<file path="src/logic/aux_branch_defines.vh">
`ifndef AUX_BRANCH_DEFINES_VH
`define AUX_BRANCH_DEFINES_VH
`define BRANCH_AUX_NONZERO_OPCODE 9'h1f7
`define OPC_HI 15
`define OPC_LO 7
`define IND_BIT 7
`define NEXT_PTR_FLAG 3
`define PTR_FIELD_HI 2
`define PTR_FIELD_LO 0
`define MOD_HI 6
`define MOD_LO 4
`define MOD_NONE 3'h0
`define MOD_DEC 3'h1
`define MOD_INC 3'h2
`define MOD_IDX_DEC 3'h5
`define MOD_IDX_INC 3'h6
`define NUM_AUX 8
`define PTR_W 3
`define DATA_W 16
`define AUX_STEP 16'h0001
`define PROGRAM_COUNTER_STEP 16'h0002
`define PROGRAM_COUNTER_RESET 16'h0000
`define AUX_RESET 16'h0000
`define PTR_RESET 3'h0
`define WORD_RESET 16'h0000
`endif

</file>
<file path="src/logic/aux_reg_cell.v">
`timescale 1ns/10ps
`default_nettype none
`include "aux_branch_defines.vh"
module aux_reg_cell (
    input wire core_clk,
    input wire rst,
    input wire ce,
    input wire wr_en,
    input wire [15:0] wr_data,
    output reg [15:0] value
);
    always @(posedge core_clk) begin
        if (rst) begin
            value <= `AUX_RESET;
        end else if (ce && wr_en) begin
            value <= wr_data;
        end
    end
endmodule
`default_nettype wire

</file>
<file path="src/logic/aux_reg_loop_branch.v">
`timescale 1ns/10ps
`default_nettype none
`include "aux_branch_defines.vh"
module aux_reg_loop_branch (
    input wire core_clk,
    input wire rst,
    input wire ce,
    input wire instr_valid,
    input wire [15:0] instr_word,
    input wire [15:0] target_word,
    output wire instr_match,
    output reg [15:0] program_counter,
    output reg [2:0] aux_register_pointer,
    output reg branch_taken,
    output reg done,
    output wire [15:0] auxiliary_register
);
    // ==========================================
    // States
    localparam [1:0] ST_IDLE = 2'b01;
    localparam [1:0] ST_EXEC = 2'b10;
    reg [1:0] state;
    reg [1:0] next_state;
    reg [15:0] op_word;
    reg [15:0] next_op_word;
    reg [15:0] op_target;
    reg [15:0] next_op_target;
    reg [15:0] next_pc;
    reg [2:0] next_ptr;
    reg next_taken;
    reg next_done;
    reg aux_write;
    // ==========================================
    // Register file nets
    wire [127:0] aux_flat;
    reg [7:0] aux_sel;
    wire [7:0] aux_wr;
    reg [15:0] cur_aux;
    wire [15:0] idx_aux;
    reg [15:0] next_aux;
    reg [2:0] mod_ptr;
    // ==========================================
    // Operand fields
    wire ind_mode;
    wire [2:0] mod_sel;
    wire ptr_load;
    wire [2:0] ptr_field;
    wire cur_zero;
    wire [15:0] dec_val;
    wire [15:0] inc_val;
    wire [15:0] idx_sub_val;
    wire [15:0] idx_add_val;
    wire [15:0] fall_address;
    // ==========================================
    // Decode
    // opcode field compare
    assign instr_match = instr_valid && (instr_word[`OPC_HI:`OPC_LO] == `BRANCH_AUX_NONZERO_OPCODE);
    assign ind_mode = op_word[`IND_BIT];
    assign mod_sel = op_word[`MOD_HI:`MOD_LO];
    assign ptr_load = op_word[`NEXT_PTR_FLAG];
    assign ptr_field = op_word[`PTR_FIELD_HI:`PTR_FIELD_LO];
    // ==========================================
    // Pointer select
    always @* begin
        aux_sel = 8'h00;
        case (aux_register_pointer)
            3'h0: aux_sel = 8'h01;
            3'h1: aux_sel = 8'h02;
            3'h2: aux_sel = 8'h04;
            3'h3: aux_sel = 8'h08;
            3'h4: aux_sel = 8'h10;
            3'h5: aux_sel = 8'h20;
            3'h6: aux_sel = 8'h40;
            3'h7: aux_sel = 8'h80;
            default: aux_sel = 8'h00;
        endcase
    end
    // ==========================================
    // Register file
    genvar g;
    generate
        for (g = 0; g < `NUM_AUX; g = g + 1) begin : gen_aux
            assign aux_wr[g] = aux_write && aux_sel[g];
            aux_reg_cell u_cell (
                .core_clk(core_clk),
                .rst(rst),
                .ce(ce),
                .wr_en(aux_wr[g]),
                .wr_data(next_aux),
                .value(aux_flat[g*16 +: 16])
            );
        end
    endgenerate
    // ==========================================
    // Read mux
    always @* begin
        cur_aux = 16'h0000;
        case (aux_register_pointer)
            3'h0: cur_aux = aux_flat[15:0];
            3'h1: cur_aux = aux_flat[31:16];
            3'h2: cur_aux = aux_flat[47:32];
            3'h3: cur_aux = aux_flat[63:48];
            3'h4: cur_aux = aux_flat[79:64];
            3'h5: cur_aux = aux_flat[95:80];
            3'h6: cur_aux = aux_flat[111:96];
            3'h7: cur_aux = aux_flat[127:112];
            default: cur_aux = 16'h0000;
        endcase
    end
    // ==========================================
    // Index and outputs
    // Index register is always register zero
    assign idx_aux = aux_flat[15:0];
    assign auxiliary_register = cur_aux;
    assign cur_zero = (cur_aux == 16'h0000);
    // ==========================================
    // Step candidates
    // sums wrap modulo 65536
    assign dec_val = cur_aux - `AUX_STEP;
    assign inc_val = cur_aux + `AUX_STEP;
    assign idx_sub_val = cur_aux - idx_aux;
    assign idx_add_val = cur_aux + idx_aux;
    assign fall_address = program_counter + `PROGRAM_COUNTER_STEP;
    // ==========================================
    // Modification
    always @* begin
        next_aux = dec_val;
        mod_ptr = aux_register_pointer;
        if (ind_mode) begin
            case (mod_sel)
                `MOD_NONE: next_aux = dec_val;
                `MOD_DEC: next_aux = dec_val;
                `MOD_INC: next_aux = inc_val;
                `MOD_IDX_DEC: next_aux = idx_sub_val;
                `MOD_IDX_INC: next_aux = idx_add_val;
                default: next_aux = dec_val;
            endcase
            if (ptr_load) begin
                mod_ptr = ptr_field;
            end
        end else begin
            // direct field gives no modification field; register is still decremented by one
            next_aux = dec_val;
        end
    end
    // ==========================================
    // Sequencer
    always @* begin
        next_state = state;
        next_op_word = op_word;
        next_op_target = op_target;
        next_pc = program_counter;
        next_ptr = aux_register_pointer;
        next_taken = branch_taken;
        next_done = 1'b0;
        aux_write = 1'b0;
        case (state)
            ST_IDLE: begin
                if (instr_match) begin
                    next_op_word = instr_word;
                    next_op_target = target_word;
                    next_state = ST_EXEC;
                end
            end
            ST_EXEC: begin
                if (!cur_zero) begin
                    next_pc = op_target;
                    next_taken = 1'b1;
                end else begin
                    next_pc = fall_address;
                    next_taken = 1'b0;
                end
                aux_write = 1'b1;
                next_ptr = mod_ptr;
                next_done = 1'b1;
                next_state = ST_IDLE;
            end
            default: begin
                next_state = ST_IDLE;
            end
        endcase
    end
    // ==========================================
    // Control registers
    always @(posedge core_clk) begin
        if (rst) begin
            state <= ST_IDLE;
            branch_taken <= 1'b0;
            done <= 1'b0;
        end else if (ce) begin
            state <= next_state;
            branch_taken <= next_taken;
            done <= next_done;
        end
    end
    // ==========================================
    // Operand capture
    always @(posedge core_clk) begin
        if (rst) begin
            op_word <= `WORD_RESET;
            op_target <= `WORD_RESET;
        end else if (ce) begin
            op_word <= next_op_word;
            op_target <= next_op_target;
        end
    end
    // ==========================================
    // Program registers
    always @(posedge core_clk) begin
        if (rst) begin
            program_counter <= `PROGRAM_COUNTER_RESET;
            aux_register_pointer <= `PTR_RESET;
        end else if (ce) begin
            program_counter <= next_pc;
            aux_register_pointer <= next_ptr;
        end
    end
endmodule
`default_nettype wire

</file>
<file path="config.mk">
export PLATFORM = sky130hd
export DESIGN_NAME = aux_reg_loop_branch
export DESIGN_NICKNAME = d
export VERILOG_FILES = /design/src/logic/aux_reg_cell.v /design/src/logic/aux_reg_loop_branch.v
export VERILOG_INCLUDE_DIRS = /design/src /design/src/logic
export SDC_FILE = /design/constraint.sdc
export NUM_CORES = 1
export LEC_CHECK = 0
export BUFFER_PORTS_ARGS = -buffer_cell sky130_fd_sc_hd__buf_2
export CORE_ASPECT_RATIO = 0.5
export CORE_MARGIN = 2
export CORE_UTILIZATION = 30
export CTS_BUF_LIST = sky130_fd_sc_hd__clkbuf_16
export CTS_CLUSTER_SIZE = 20
export DETAILED_ROUTE_END_ITERATION = 10
export MAX_ROUTING_LAYER = met4
export PLACE_DENSITY = 0.46
export SLEW_MARGIN = 25
export SYNTH_ARGS = -nofsm -noshare
export SYNTH_HDL_FRONTEND = slang
export SYNTH_SLANG_ARGS = --single-unit
</file>
<file path="constraint.sdc">
create_clock -name core_clk -period 8.6 [get_ports core_clk]
set_input_delay 0.43 -clock core_clk [delete_from_list [all_inputs] [get_ports core_clk]]
set_output_delay 0.43 -clock core_clk [all_outputs]
set_load 0.005 [all_outputs]
</file>
; Word-level counts from Yosys, hierarchy flattened
; Memory sizes are Yosys's and may differ from the RTL's. A register that Yosys moved wholly into a read port is not among the register bits.
; Cells that the tools add are included.
[word_totals]
ff_bits = 175
ramBits = 0
n_memories = 1
latchBits = 0
out_inout_bits = 38
wordCells = 68
rom_bits = 64
in_bits = 36
[classes]
reduce_logical = 23
n_eq_ne = 14
shifts = 0
n_bitwise = 0
n_div = 0
addsub = 5
mul = 0
mux = 10
magnitude_cmp = 0
[mem_list]
columns = name, words, word_bits, read_ports, rd_ports_with_merged_regs, write_ports, line_no
row1 = (no name shown), 8, 8, 1, 1, 0, aux_reg_loop_branch.v:66  ; case (aux_register_pointer)
[ops]
columns = op, n
row1 = $pmux W16 S8, 1
row2 = $pmux W16 S3, 1
row3 = $mux W16, 2
row4 = $eq A3 B3 Y1 const B, 6
row5 = $logic_and A1 B1 Y1, 17
row6 = $add A16 B1 Y16 const B, 1
row7 = $add A16 B16 Y16, 1
row8 = $add A16 B2 Y16 const B, 1
row9 = $logic_not A16 Y1, 1
row10 = $sub A16 B1 Y16 const B, 1
row11 = $sub A16 B16 Y16, 1
row12 = $eq A3 B2 Y1 const B, 3
row13 = $eq A9 B9 Y1 const B, 1
row14 = $mux W3, 2
row15 = $mux W2, 2
row16 = $reduce_and A2 Y1, 2
row17 = $reduce_and A4 Y1, 1
row18 = $eq A3 B1 Y1 const B, 1
row19 = $logic_not A3 Y1, 1
row20 = $reduce_and A3 Y1, 1
row21 = $eq A2 B1 Y1 const B, 1
row22 = $eq A2 B2 Y1 const B, 1
row23 = $mux W1, 2
row24 = $ne A2 B2 Y1 const B, 1

; Logic depth before layout (Yosys ltp)
; Gate-level depths: netlist (run 1).
[logic_depth]
word_depth = 5
depth_mapped = 19
ltp_nobuf = 19

; By module
; A second synthesis (run 1) with hierarchy kept.
[unflattened]
cells_unflattened = 1223
hier_area_um2 = 10898.0
[by_module_without_submodules]
columns = mod, cells_each, area_each_um2, seq_area_each_um2, n_inst
row1 = aux_reg_cell, 72, 733.2, 320.3, 8
row2 = aux_reg_loop_branch, 647, 5032.3, 1101.1, 1

; Worst setup path before layout (run 1)
; Ideal clock, no wire load.
[synth_timing]
path_kind = reg2reg
start = register gen_aux[0].u_cell.value[1]
end = register gen_aux[3].u_cell.value[15]
period_less_slack_ps = 4021
n_path_buf = 0
path_slack_ps = 4579
path_stages_with_launch = 20
required_ps = 8468
t_arrival_ps = 3889
setup_time_ps = 132
cell_sequence = dfxtp_1 -> inv_1 -> ha_1 -> or3b_2 -> or3_1 -> nor3_1 -> nand2_1 -> or3_1 -> nor2_1 -> o21ai_0 -> o21ai_0 -> ha_1 -> a21oi_1 -> o211ai_1 -> a211oi_1 -> nor2_1 -> nand4b_1 -> o2111ai_1 -> nor4_4 -> o21ai_1
[synth_between]
elab_chain_len = 4
elab_cells_between_ends = 7
classes_between = 4 x add/sub / 3 x mux
[synth_lines]
columns = element, line_no
row1 = from (decl), aux_reg_cell.v:10  ; output reg [15:0] value
row2 = from (signal assigned), aux_reg_cell.v:14  ; value <= `AUX_RESET;
row3 = from (signal assigned), aux_reg_cell.v:16  ; value <= wr_data;
row4 = $pmux W16 S8, aux_reg_loop_branch.v:98  ; case (aux_register_pointer)
row5 = "$sub A16 B1 Y16 (no line), or another cell as far along", n/a
row6 = $pmux W16 S3, aux_reg_loop_branch.v:130  ; case (mod_sel)
row7 = $mux W16 *, aux_reg_loop_branch.v:129  ; if (ind_mode) begin
row8 = to (signal assigned), aux_reg_cell.v:14
row9 = to (signal assigned), aux_reg_cell.v:16
row10 = to (decl), aux_reg_cell.v:10
; Mark *: on every way between the ends. The rest lies on a longest branch, timed or not.
; A chain may end at the register's enable or synchronous reset.

; Final worst setup path (run 1)
[layout_timing]
start = register aux_register_pointer[2]
end = register gen_aux[2].u_cell.value[10]
[layout_between]
elab_chain_len = 5
elab_cells_between_ends = 15
classes_between = 4 x add/sub / 7 x eq/ne / 3 x mux / 1 x reduce/logical
[layout_lines]
columns = element, line_no
row1 = from (decl), aux_reg_loop_branch.v:13  ; output reg [2:0] aux_register_pointer,
row2 = from (signal assigned), aux_reg_loop_branch.v:212  ; aux_register_pointer <= `PTR_RESET;
row3 = from (signal assigned), aux_reg_loop_branch.v:215  ; aux_register_pointer <= next_ptr;
row4 = "$eq A3 B3 Y1, or another cell as far along", aux_reg_loop_branch.v:98
row5 = $pmux W16 S8 *, aux_reg_loop_branch.v:98
row6 = "$sub A16 B1 Y16 (no line), or another cell as far along", n/a
row7 = $pmux W16 S3, aux_reg_loop_branch.v:130
row8 = $mux W16 *, aux_reg_loop_branch.v:129
row9 = to (signal assigned), aux_reg_cell.v:14
row10 = to (signal assigned), aux_reg_cell.v:16
row11 = to (decl), aux_reg_cell.v:10
; Marked as above.

==> results of run 1 <==
[tightest hold or removal path: cells and delay by family]
kind	cells	cell delay, ns
simple gates	1	0.07
buf+inv	1	0.07
mux	1	0.05
[per-layer routing]
layer / GRT usage / share of wire / vias up
li1: - / - / 4334
met1: 0.285 / 0.49 / 4316
met2: 0.291 / 0.43 / 264
met3: 0.0498 / 0.071 / 23
met4: 0.0424 / 0.011 / 0
met5: - / 0 / -
[state kept, by name (all words and copies together) (netlist names)]
name	cells
done	1
op_word	8
aux_register_pointer	3
gen_aux.u_cell.value	128
branch_taken	1
aux_sel	8
op_target	16
program_counter	16
state	2
[layout make-up]
| type | count | area [µm²] |
|---|---|---|
| Clock buffer | 17 | 425 |
| Clock inverter | 15 | 139 |
| Fill cell | 3376 | 20900 |
| Inverter | 28 | 105 |
| Multi-Input combinational cell | 908 | 5580 |
| Sequential cell | 183 | 3670 |
| Tap cell | 432 | 541 |
| Timing Repair Buffer | 83 | 443 |
[logic make-up (layout without fill, tap and decap cells)]
kind of cell    after synthesis  in the layout  share of synthesized area
simple gates                489            489                      0.249
compound gates              312            312                      0.209
flops                       183            183                      0.376
buf+inv                     117            143                     0.0522
mux                          59             59                     0.0622
xor+xnor                     28             28                     0.0252
fa+ha+maj                    20             20                     0.0265
[stage by stage]
stage          power (mW)  hold WS (ns)
2_1_floorplan       0.882         0.431
3_3_place_gp        0.893         0.440
3_5_place_dp        0.894         0.444
4_1_cts              1.67         0.204
5_1_grt              1.70         0.222
6_report             1.65         0.215
[synth_stat cells, drive strengths merged (16+ instances only)]
library cell  number  share of area
dfxtp            183           0.38
nand2            171          0.066
nor2             109          0.043
o21ai             84          0.043
a21oi             80          0.041
clkbuf            66          0.025
mux2i             56          0.058
nand3b            41          0.032
a211oi            38          0.029
nand3             31          0.016
nor3              28          0.015
inv               27          0.010
buf               23          0.016
nand2b            23          0.015
ha                19          0.024
xnor2             17          0.015
o22ai             16          0.010
[power groups by stage]
stage               logic, mW  clock network, mW  registers (mW)
global placement       0.0270                  0           0.866
CTS                    0.0272              0.793           0.847
detailed placement     0.0273                  0           0.866
floorplan              0.0154                  0           0.866
finish                 0.0270              0.779           0.847
global route           0.0295              0.829           0.846
[cell usage in the layout (no fill, tap or decap), types with 19 or more instances in the layout]
cell type,count
inv_1,29
a21oi_1,80
nand2b_1,23
a211oi_1,38
nor3_1,27
dfxtp_1,180
nand3_1,31
nor2_1,105
nand3b_1,41
o21ai_0,71
buf_2,72
nand2_1,170
mux2i_1,56
ha_1,19
[how the worst min path moves through the flow]
stage                                           from                          to  slack (ns)  depth (start not counted)
after floorplan           gen_aux[1].u_cell.value[5]  gen_aux[1].u_cell.value[5]        0.43                          2
after global placement    gen_aux[7].u_cell.value[9]  gen_aux[7].u_cell.value[9]        0.44                          2
after detailed placement  gen_aux[5].u_cell.value[5]  gen_aux[5].u_cell.value[5]        0.44                          2
after CTS                              instr_word[0]                  op_word[0]        0.20                          3
after global routing                 target_word[12]               op_target[12]        0.22                          3
final                                  instr_word[0]                  op_word[0]        0.21                          3
==> results.cfg, run 1 <==
[run_status]
outcome = completed

[critical_path]
critPathCaptureType = register
path_class = reg2reg
r2r_start = aux_register_pointer[2]
crit_family = simple AND/OR/NAND/NOR gates
ff2ff_path_depth = 14
worstReg2RegEnd = gen_aux[2].u_cell.value[10]
critPathSlowestCell = nor3_2
crit_cells = 14
critPathArrivalTime_ns = 5.24
ff2ff_setup_slack_ns = 3.65
cp.required_ns = 8.89
slowest_delay_ns = 0.70
worstPathCellList = buf_4 > clkinv_1 > nand2_1 > o22ai_1 > inv_1 > ha_1 > nor2b_1 > o2111ai_1 > nand3_1 > a31oi_1 > xor2_1 > nor2_1 > nor3_2 > o21ai_0
crit_fanout = 23
endpoint = gen_aux[2].u_cell.value[10]
start_kind = register
cp-startpoint = aux_register_pointer[2]
path_buf_inv = 3

[timing]
clock.fmax_mhz = 202
setup_slack_ns = 3.65
period_needed_ns = 4.95
period_share = 0.575
tightest_slew_ns = 1.06
hold_viol_final = 0
setup_tns_ns = 0
relSlewSlack = 0.276
grt_setup_unrepaired = false
finalSetupViolCount = 0
skew_ns = 0.00901
drv_slew = 0

[power_and_ir_drop]
p_per_area_nw_per_um2 = 152
intPower_mw = 1.28
p_seq_frac = 0.512
p_sw_frac = 0.225
p_leak_nw = 3.82
irDropWorstVdd_uv = 134
pwr-share-clk = 0.471
power_frac_comb = 0.016
switchingPower_mw = 0.372

[floorplan]
fp.dieArea_um2 = 34000
core.rowCount = 46
core_area_um2 = 31800
initial_core_util = 0.306
num_io_pins = 74
chipWidth_um = 259
die_h_um = 131

[route]
drtAntennaViolNets = 0
dr.pass1.iters = 5
viasPerCell = 5.36
routed-via-count = 8937
routedWlPerCell_um = 20.0
drcViolationCount = 0
drtIter0Drc = 684
drt-total-wl_um = 33400

[clock_network]
cts_tree = built
cts_sinks = 183
insertion_delay_ns = 0.45
clkTransAtPathRegs_ns = 0.07
cts-buffers-inserted = 17
clock_path_buffers = 2
cts-resized-gates = 0
holdBufCountCts = 0
htreeDepth = 4
clockRootBuffer = clkbuf_16
cts_setup_buffers = 0

[synthesis]
ys_types = 74
synth_edf_count = 0
synth.net_count = 1264
ys_async_sr_fraction = 0
synth_ff_type = dfxtp_1
syn-cell-area_um2 = 9740
syn_inst = 1208
synth_seq_cells = 183
ys_seq_area_frac = 0.376
yosys_warnings = 0
syn-mean-instance-area_um2 = 8.06

[grt]
grt-ovfl-total = 0
grt_pass1_vias = 8558
grt_max_degree = 90
antenna_found_initial = 0
grt_pass1_wl_um = 51400
grt_use_total = 0.202

[placement]
place_ws_ns = 3.76
dp_cells = 1634
gp_congestion = 0.852
dpl.hpwl_um = 23400
numPortBuffers = 73
place_area_um2 = 10300

[job]
cap_viol_max_count = 0

[layout]
fin_util = 0.343
final_cells = 1666
design_area_um2 = 10900
nNetsFinal = 1277
area_growth_pct = 11.9
antenna_cells = 0
drive_gt1_frac = 0.122

[hold_path]
hold_class = in2reg
Note: power is estimated with default switching activity, not from simulation.
==> inputs of run 2 (changes only) <==
- PLACE_DENSITY: 0.46 -> 0.47
- clock period: 8.6 -> 4.3 ns (I/O delays scaled with it)
==> results.cfg, run 2 (synthesized netlist as in run 1, its figures left out) <==
[grt]
grtUsageMet2 = 0.293
grt_pass1_wl_um = 51000
grt-ovfl-total = 0
grt_use_total = 0.200
grt_pass1_vias = 8704
antenna_found_initial = 0
use_met1 = 0.282
met3_usage = 0.0353
grt.busiest_layer = met2
grt_max_degree = 65

[timing]
holdWs_ns = 0.0139
period_needed_ns = 4.12
skew_ns = 0.0156
period_share = 0.958
tightest_slew_ns = 1.01
clock.fmax_mhz = 243
grt_setup_unrepaired = false
relSlewSlack = 0.330
hold_viol_final = 0
finalSetupViolCount = 0
setup_tns_ns = 0
drv_slew = 0

[power_and_ir_drop]
p_per_area_nw_per_um2 = 301
report.power.total_mw = 3.49
irDropWorstVdd_uv = 303
p_leak_nw = 4.22

[layout]
area_growth_pct = 19.3
nNetsFinal = 1348
final_common_cell = dfxtp_1
largest_reg_flops = 128
drive_gt1_frac = 0.166
antenna_cells = 0
mostFrequentLayoutCells = dfxtp_1, nand2_1, nor2_1, a21oi_1, buf_2
fin_util = 0.365
regMostFlops = gen_aux.u_cell.value
reg_top3 = gen_aux.u_cell.value x128, op_target x16, program_counter x16
final_cells = 1737

[placement]
gp_congestion = 0.887
numPortBuffers = 73
dpl.hpwl_um = 23500
dp_cells = 1685

[clock_network]
cts_sinks = 183
cts-buffers-inserted = 17
insertion_delay_ns = 0.45
htreeDepth = 4
clockRootBuffer = clkbuf_16
clock_path_buffers = 2
clkTransAtPathRegs_ns = 0.07
cts_tree = built

[hold_path]
hold_path_depth = 3
hold_start = target_word[10]
hold_class = in2reg
whs_endpoint = op_target[10]

[critical_path]
critPathCaptureType = register
path_class = reg2reg
start_kind = register
ff2ff_setup_slack_ns = 0.18
cp.required_ns = 4.63
r2r_start = aux_register_pointer[2]
crit_fanout = 10
critPathArrivalTime_ns = 4.44
worstReg2RegEnd = gen_aux[6].u_cell.value[14]
ff2ff_path_depth = 16

[floorplan]
chipWidth_um = 259
core.rowCount = 46
fp.dieArea_um2 = 34000
core_area_um2 = 31800
initial_core_util = 0.306
num_io_pins = 74
die_h_um = 131

[route]
drtIter0Drc = 735
routedWlPerCell_um = 19.2
drt-total-wl_um = 33300
routed-via-count = 9257
drtAntennaViolNets = 0
viasPerCell = 5.33
dr.pass1.iters = 7
drcViolationCount = 0

[job]
cap_viol_max_count = 0

[run_status]
outcome = completed
run 2: power breakdown:
group / internal (mW) / switching [mW] / total [mW] / leakage, nW
clock network: 0.989 / 0.744 / 1.73 / 0.314
logic: 0.0318 / 0.0370 / 0.0687 / 2.43
registers: 1.69 / 0.0000588 / 1.69 / 1.47
total: 2.71 / 0.781 / 3.49 / 4.22
run 2: final cells by class:
cell class	instances	area, µm²
clock inverters	15	213
well taps	432	541
inverters	28	105
multi-input cells	908	5620
flip-flops and latches	183	3670
fillers	3274	20200
repair buffers	154	1050
clock buffers	17	425
run 2: per-stage QoR:
step	instance area, µm²	setup slack, ns
after detailed placement	10700	0.00717
after global placement	10700	0.0949
after floorplan	9740	0.279
after global routing	11600	0.0135
after CTS	11600	0.0962
final	11600	0.182
run 2: how the worst max path moves through the flow:
stage	end	start	depth (start not counted)
floorplan	gen_aux[3].u_cell.value[15]	gen_aux[0].u_cell.value[1]	19
detailed placement	gen_aux[7].u_cell.value[15]	gen_aux[0].u_cell.value[0]	19
global placement	gen_aux[3].u_cell.value[15]	gen_aux[0].u_cell.value[0]	19
CTS	gen_aux[7].u_cell.value[15]	gen_aux[0].u_cell.value[0]	19
finish	gen_aux[6].u_cell.value[14]	aux_register_pointer[2]	16
global route	gen_aux[1].u_cell.value[14]	aux_register_pointer[1]	15
run 2: critical path, stage by stage (launching register included):
cell and delay (ns):
dfxtp_2 0.49, clkinv_1 0.31, a221oi_1 0.38, o221a_2 0.32, inv_1 0.09, ha_1 0.24
inv_1 0.08, fa_1 0.21, nor2b_1 0.07, o2111ai_1 0.32, nand3_1 0.16, a31oi_1 0.34
a21oi_1 0.14, or3_1 0.37, a31oi_2 0.18, buf_4 0.18, o21ai_0 0.10
run 2: timing repair:
action                     in CTS  in global routing
pin swaps                       1                  5
resized for setup               0                 15
setup endpoints to repair       2                 25
buffers inserted                0                  2
hold buffers                   18                  0
hold endpoints to repair       18                  0
run 2: metal layers:
metal / up-vias / wire length (µm)
li1: 4474 / -
met1: 4504 / 16400
met2: 240 / 14700
met3: 39 / 1570
met4: 0 / 597
met5: - / 0
==> inputs of run 3 (changes only) <==
- PLACE_DENSITY: 0.47 -> default
- PLACE_DENSITY_LB_ADDON: default -> 0.1
==> results.cfg, run 3 (synthesized netlist as in run 1, its figures left out) <==
[route]
drcViolationCount = 0
drtIter0Drc = 747
drtAntennaViolNets = 0
viasPerCell = 5.31
dr.pass1.iters = 5
routed-via-count = 9293
routedWlPerCell_um = 19.8
drt-total-wl_um = 34600

[critical_path]
critPathCaptureType = register
crit_fanout = 8
cp.required_ns = 4.68
critPathSlowestCell = or4_4
worstPathCellList = inv_2 > ha_2 > or3b_4 > or3_4 > nor3_4 > nand2_1 > or3_4 > nor2_1 > o21ai_0 > o21ai_1 > ha_1 > buf_4 > a31oi_1 > o211ai_1 > o21ai_1 > nor2_2 > or4_4 > o2111ai_4 > nor4_4 > buf_6 > o21ai_1
slowest_delay_ns = 0.43
critPathArrivalTime_ns = 4.41
ff2ff_path_depth = 21
start_kind = register
path_class = reg2reg
critPathMostFrequentCell = o21ai_1

[grt]
grt_max_degree = 99
grtUsageMet2 = 0.293
grt-ovfl-total = 0
grt_pass1_vias = 8848
antenna_found_initial = 0
met3_usage = 0.0422
use_met1 = 0.307
grt_pass1_wl_um = 53200
grt_use_total = 0.211
grt.busiest_layer = met1

[timing]
relSlewSlack = 0.300
finalSetupViolCount = 0
drv_slew = 0
skew_ns = 0.0145
period_share = 0.938
tightest_slew_ns = 1.04
hold_viol_final = 0
setup_tns_ns = 0
setup_slack_ns = 0.267
period_needed_ns = 4.03
clock.fmax_mhz = 248

[floorplan]
fp.dieArea_um2 = 34000
core_area_um2 = 31800
chipWidth_um = 259
core.rowCount = 46
die_h_um = 131
initial_core_util = 0.306
num_io_pins = 74

[layout]
drive_gt1_frac = 0.185
nFillCells = 3337
area_growth_pct = 20.3
final_cells = 1750
antenna_cells = 0
nNetsFinal = 1361
regMostFlops = gen_aux.u_cell.value
final_common_cell = dfxtp_1
reg_top3 = gen_aux.u_cell.value x128, op_target x16, program_counter x16
fin_util = 0.368
largest_reg_flops = 128
mostFrequentLayoutCells = dfxtp_1, nand2_1, nor2_1, a21oi_1, buf_4
design_area_um2 = 11700

[placement]
dp_cells = 1699
numPortBuffers = 73
place_area_um2 = 10800
gp_congestion = 0.866
dpl.hpwl_um = 25100
place_ws_ns = -0.0473

[clock_network]
cts-buffers-inserted = 17
clkTransAtPathRegs_ns = 0.07
cts_tree = built
cts_sinks = 183
clock_path_buffers = 2
clockRootBuffer = clkbuf_16
insertion_delay_ns = 0.46
htreeDepth = 4

[job]
cap_viol_max_count = 0

[power_and_ir_drop]
p_leak_nw = 4.26
irDropWorstVdd_uv = 275
p_per_area_nw_per_um2 = 289

[run_status]
outcome = completed

[hold_path]
hold_class = in2reg
hold_path_depth = 3
[run 3: critical path, delay by kind of cell, from the launching register on]
family,cells,cell delay (ns)
AO/OA/AOI/OAI,7,0.78
adder cells (fa/ha/maj),2,0.43
buffers and inverters,3,0.36
flip-flops,1,0.33
AND/OR/NAND/NOR,9,2.06
[run 3: metrics by stage]
step           hold WS, ns  power (mW)
2_1_floorplan        0.362        1.76
3_3_place_gp         0.438        1.79
3_5_place_dp         0.446        1.79
4_1_cts            0.00456        3.42
5_1_grt             0.0201        3.50
6_report            0.0118        3.38
[run 3: worst paths after layout]
kind                              startpoint                          end  slack [ns]
hold reg to reg   gen_aux[3].u_cell.value[5]   gen_aux[3].u_cell.value[5]        0.45
setup reg to reg  gen_aux[0].u_cell.value[0]  gen_aux[3].u_cell.value[15]        0.27
hold / removal                target_word[7]                 op_target[7]        0.01
setup / recovery  gen_aux[0].u_cell.value[0]  gen_aux[3].u_cell.value[15]        0.27
[run 3: timing repair]
action	in CTS	in global routing
hold buffers	15	0
setup buffers	0	4
endpoints found under the setup margin	8	53
gates resized for setup	1	25
pin swaps	0	9
endpoints found under the hold margin	15	0
[run 3: routing by layer]
layer	vias up	wire length (µm)
met5	-	0
met4	0	471
met3	30	2120
met2	264	14300
met1	4486	17700
li1	4513	-
[run 3: final cells by class]
cell class / instances / area, µm² / area share
repair buffers: 167 / 1140 / 0.0973
flip-flops and latches: 183 / 3670 / 0.313
multi-input cells: 908 / 5670 / 0.483
inverters: 28 / 109 / 0.00929
clock inverters: 15 / 169 / 0.0144
clock buffers: 17 / 425 / 0.0363
well taps: 432 / 541 / 0.0461
[run 3: where the power goes]
group | internal [mW] | switching (mW)
Combinational | 0.0301 | 0.0354
Clock | 0.871 | 0.755
Sequential | 1.69 | 0.0000792
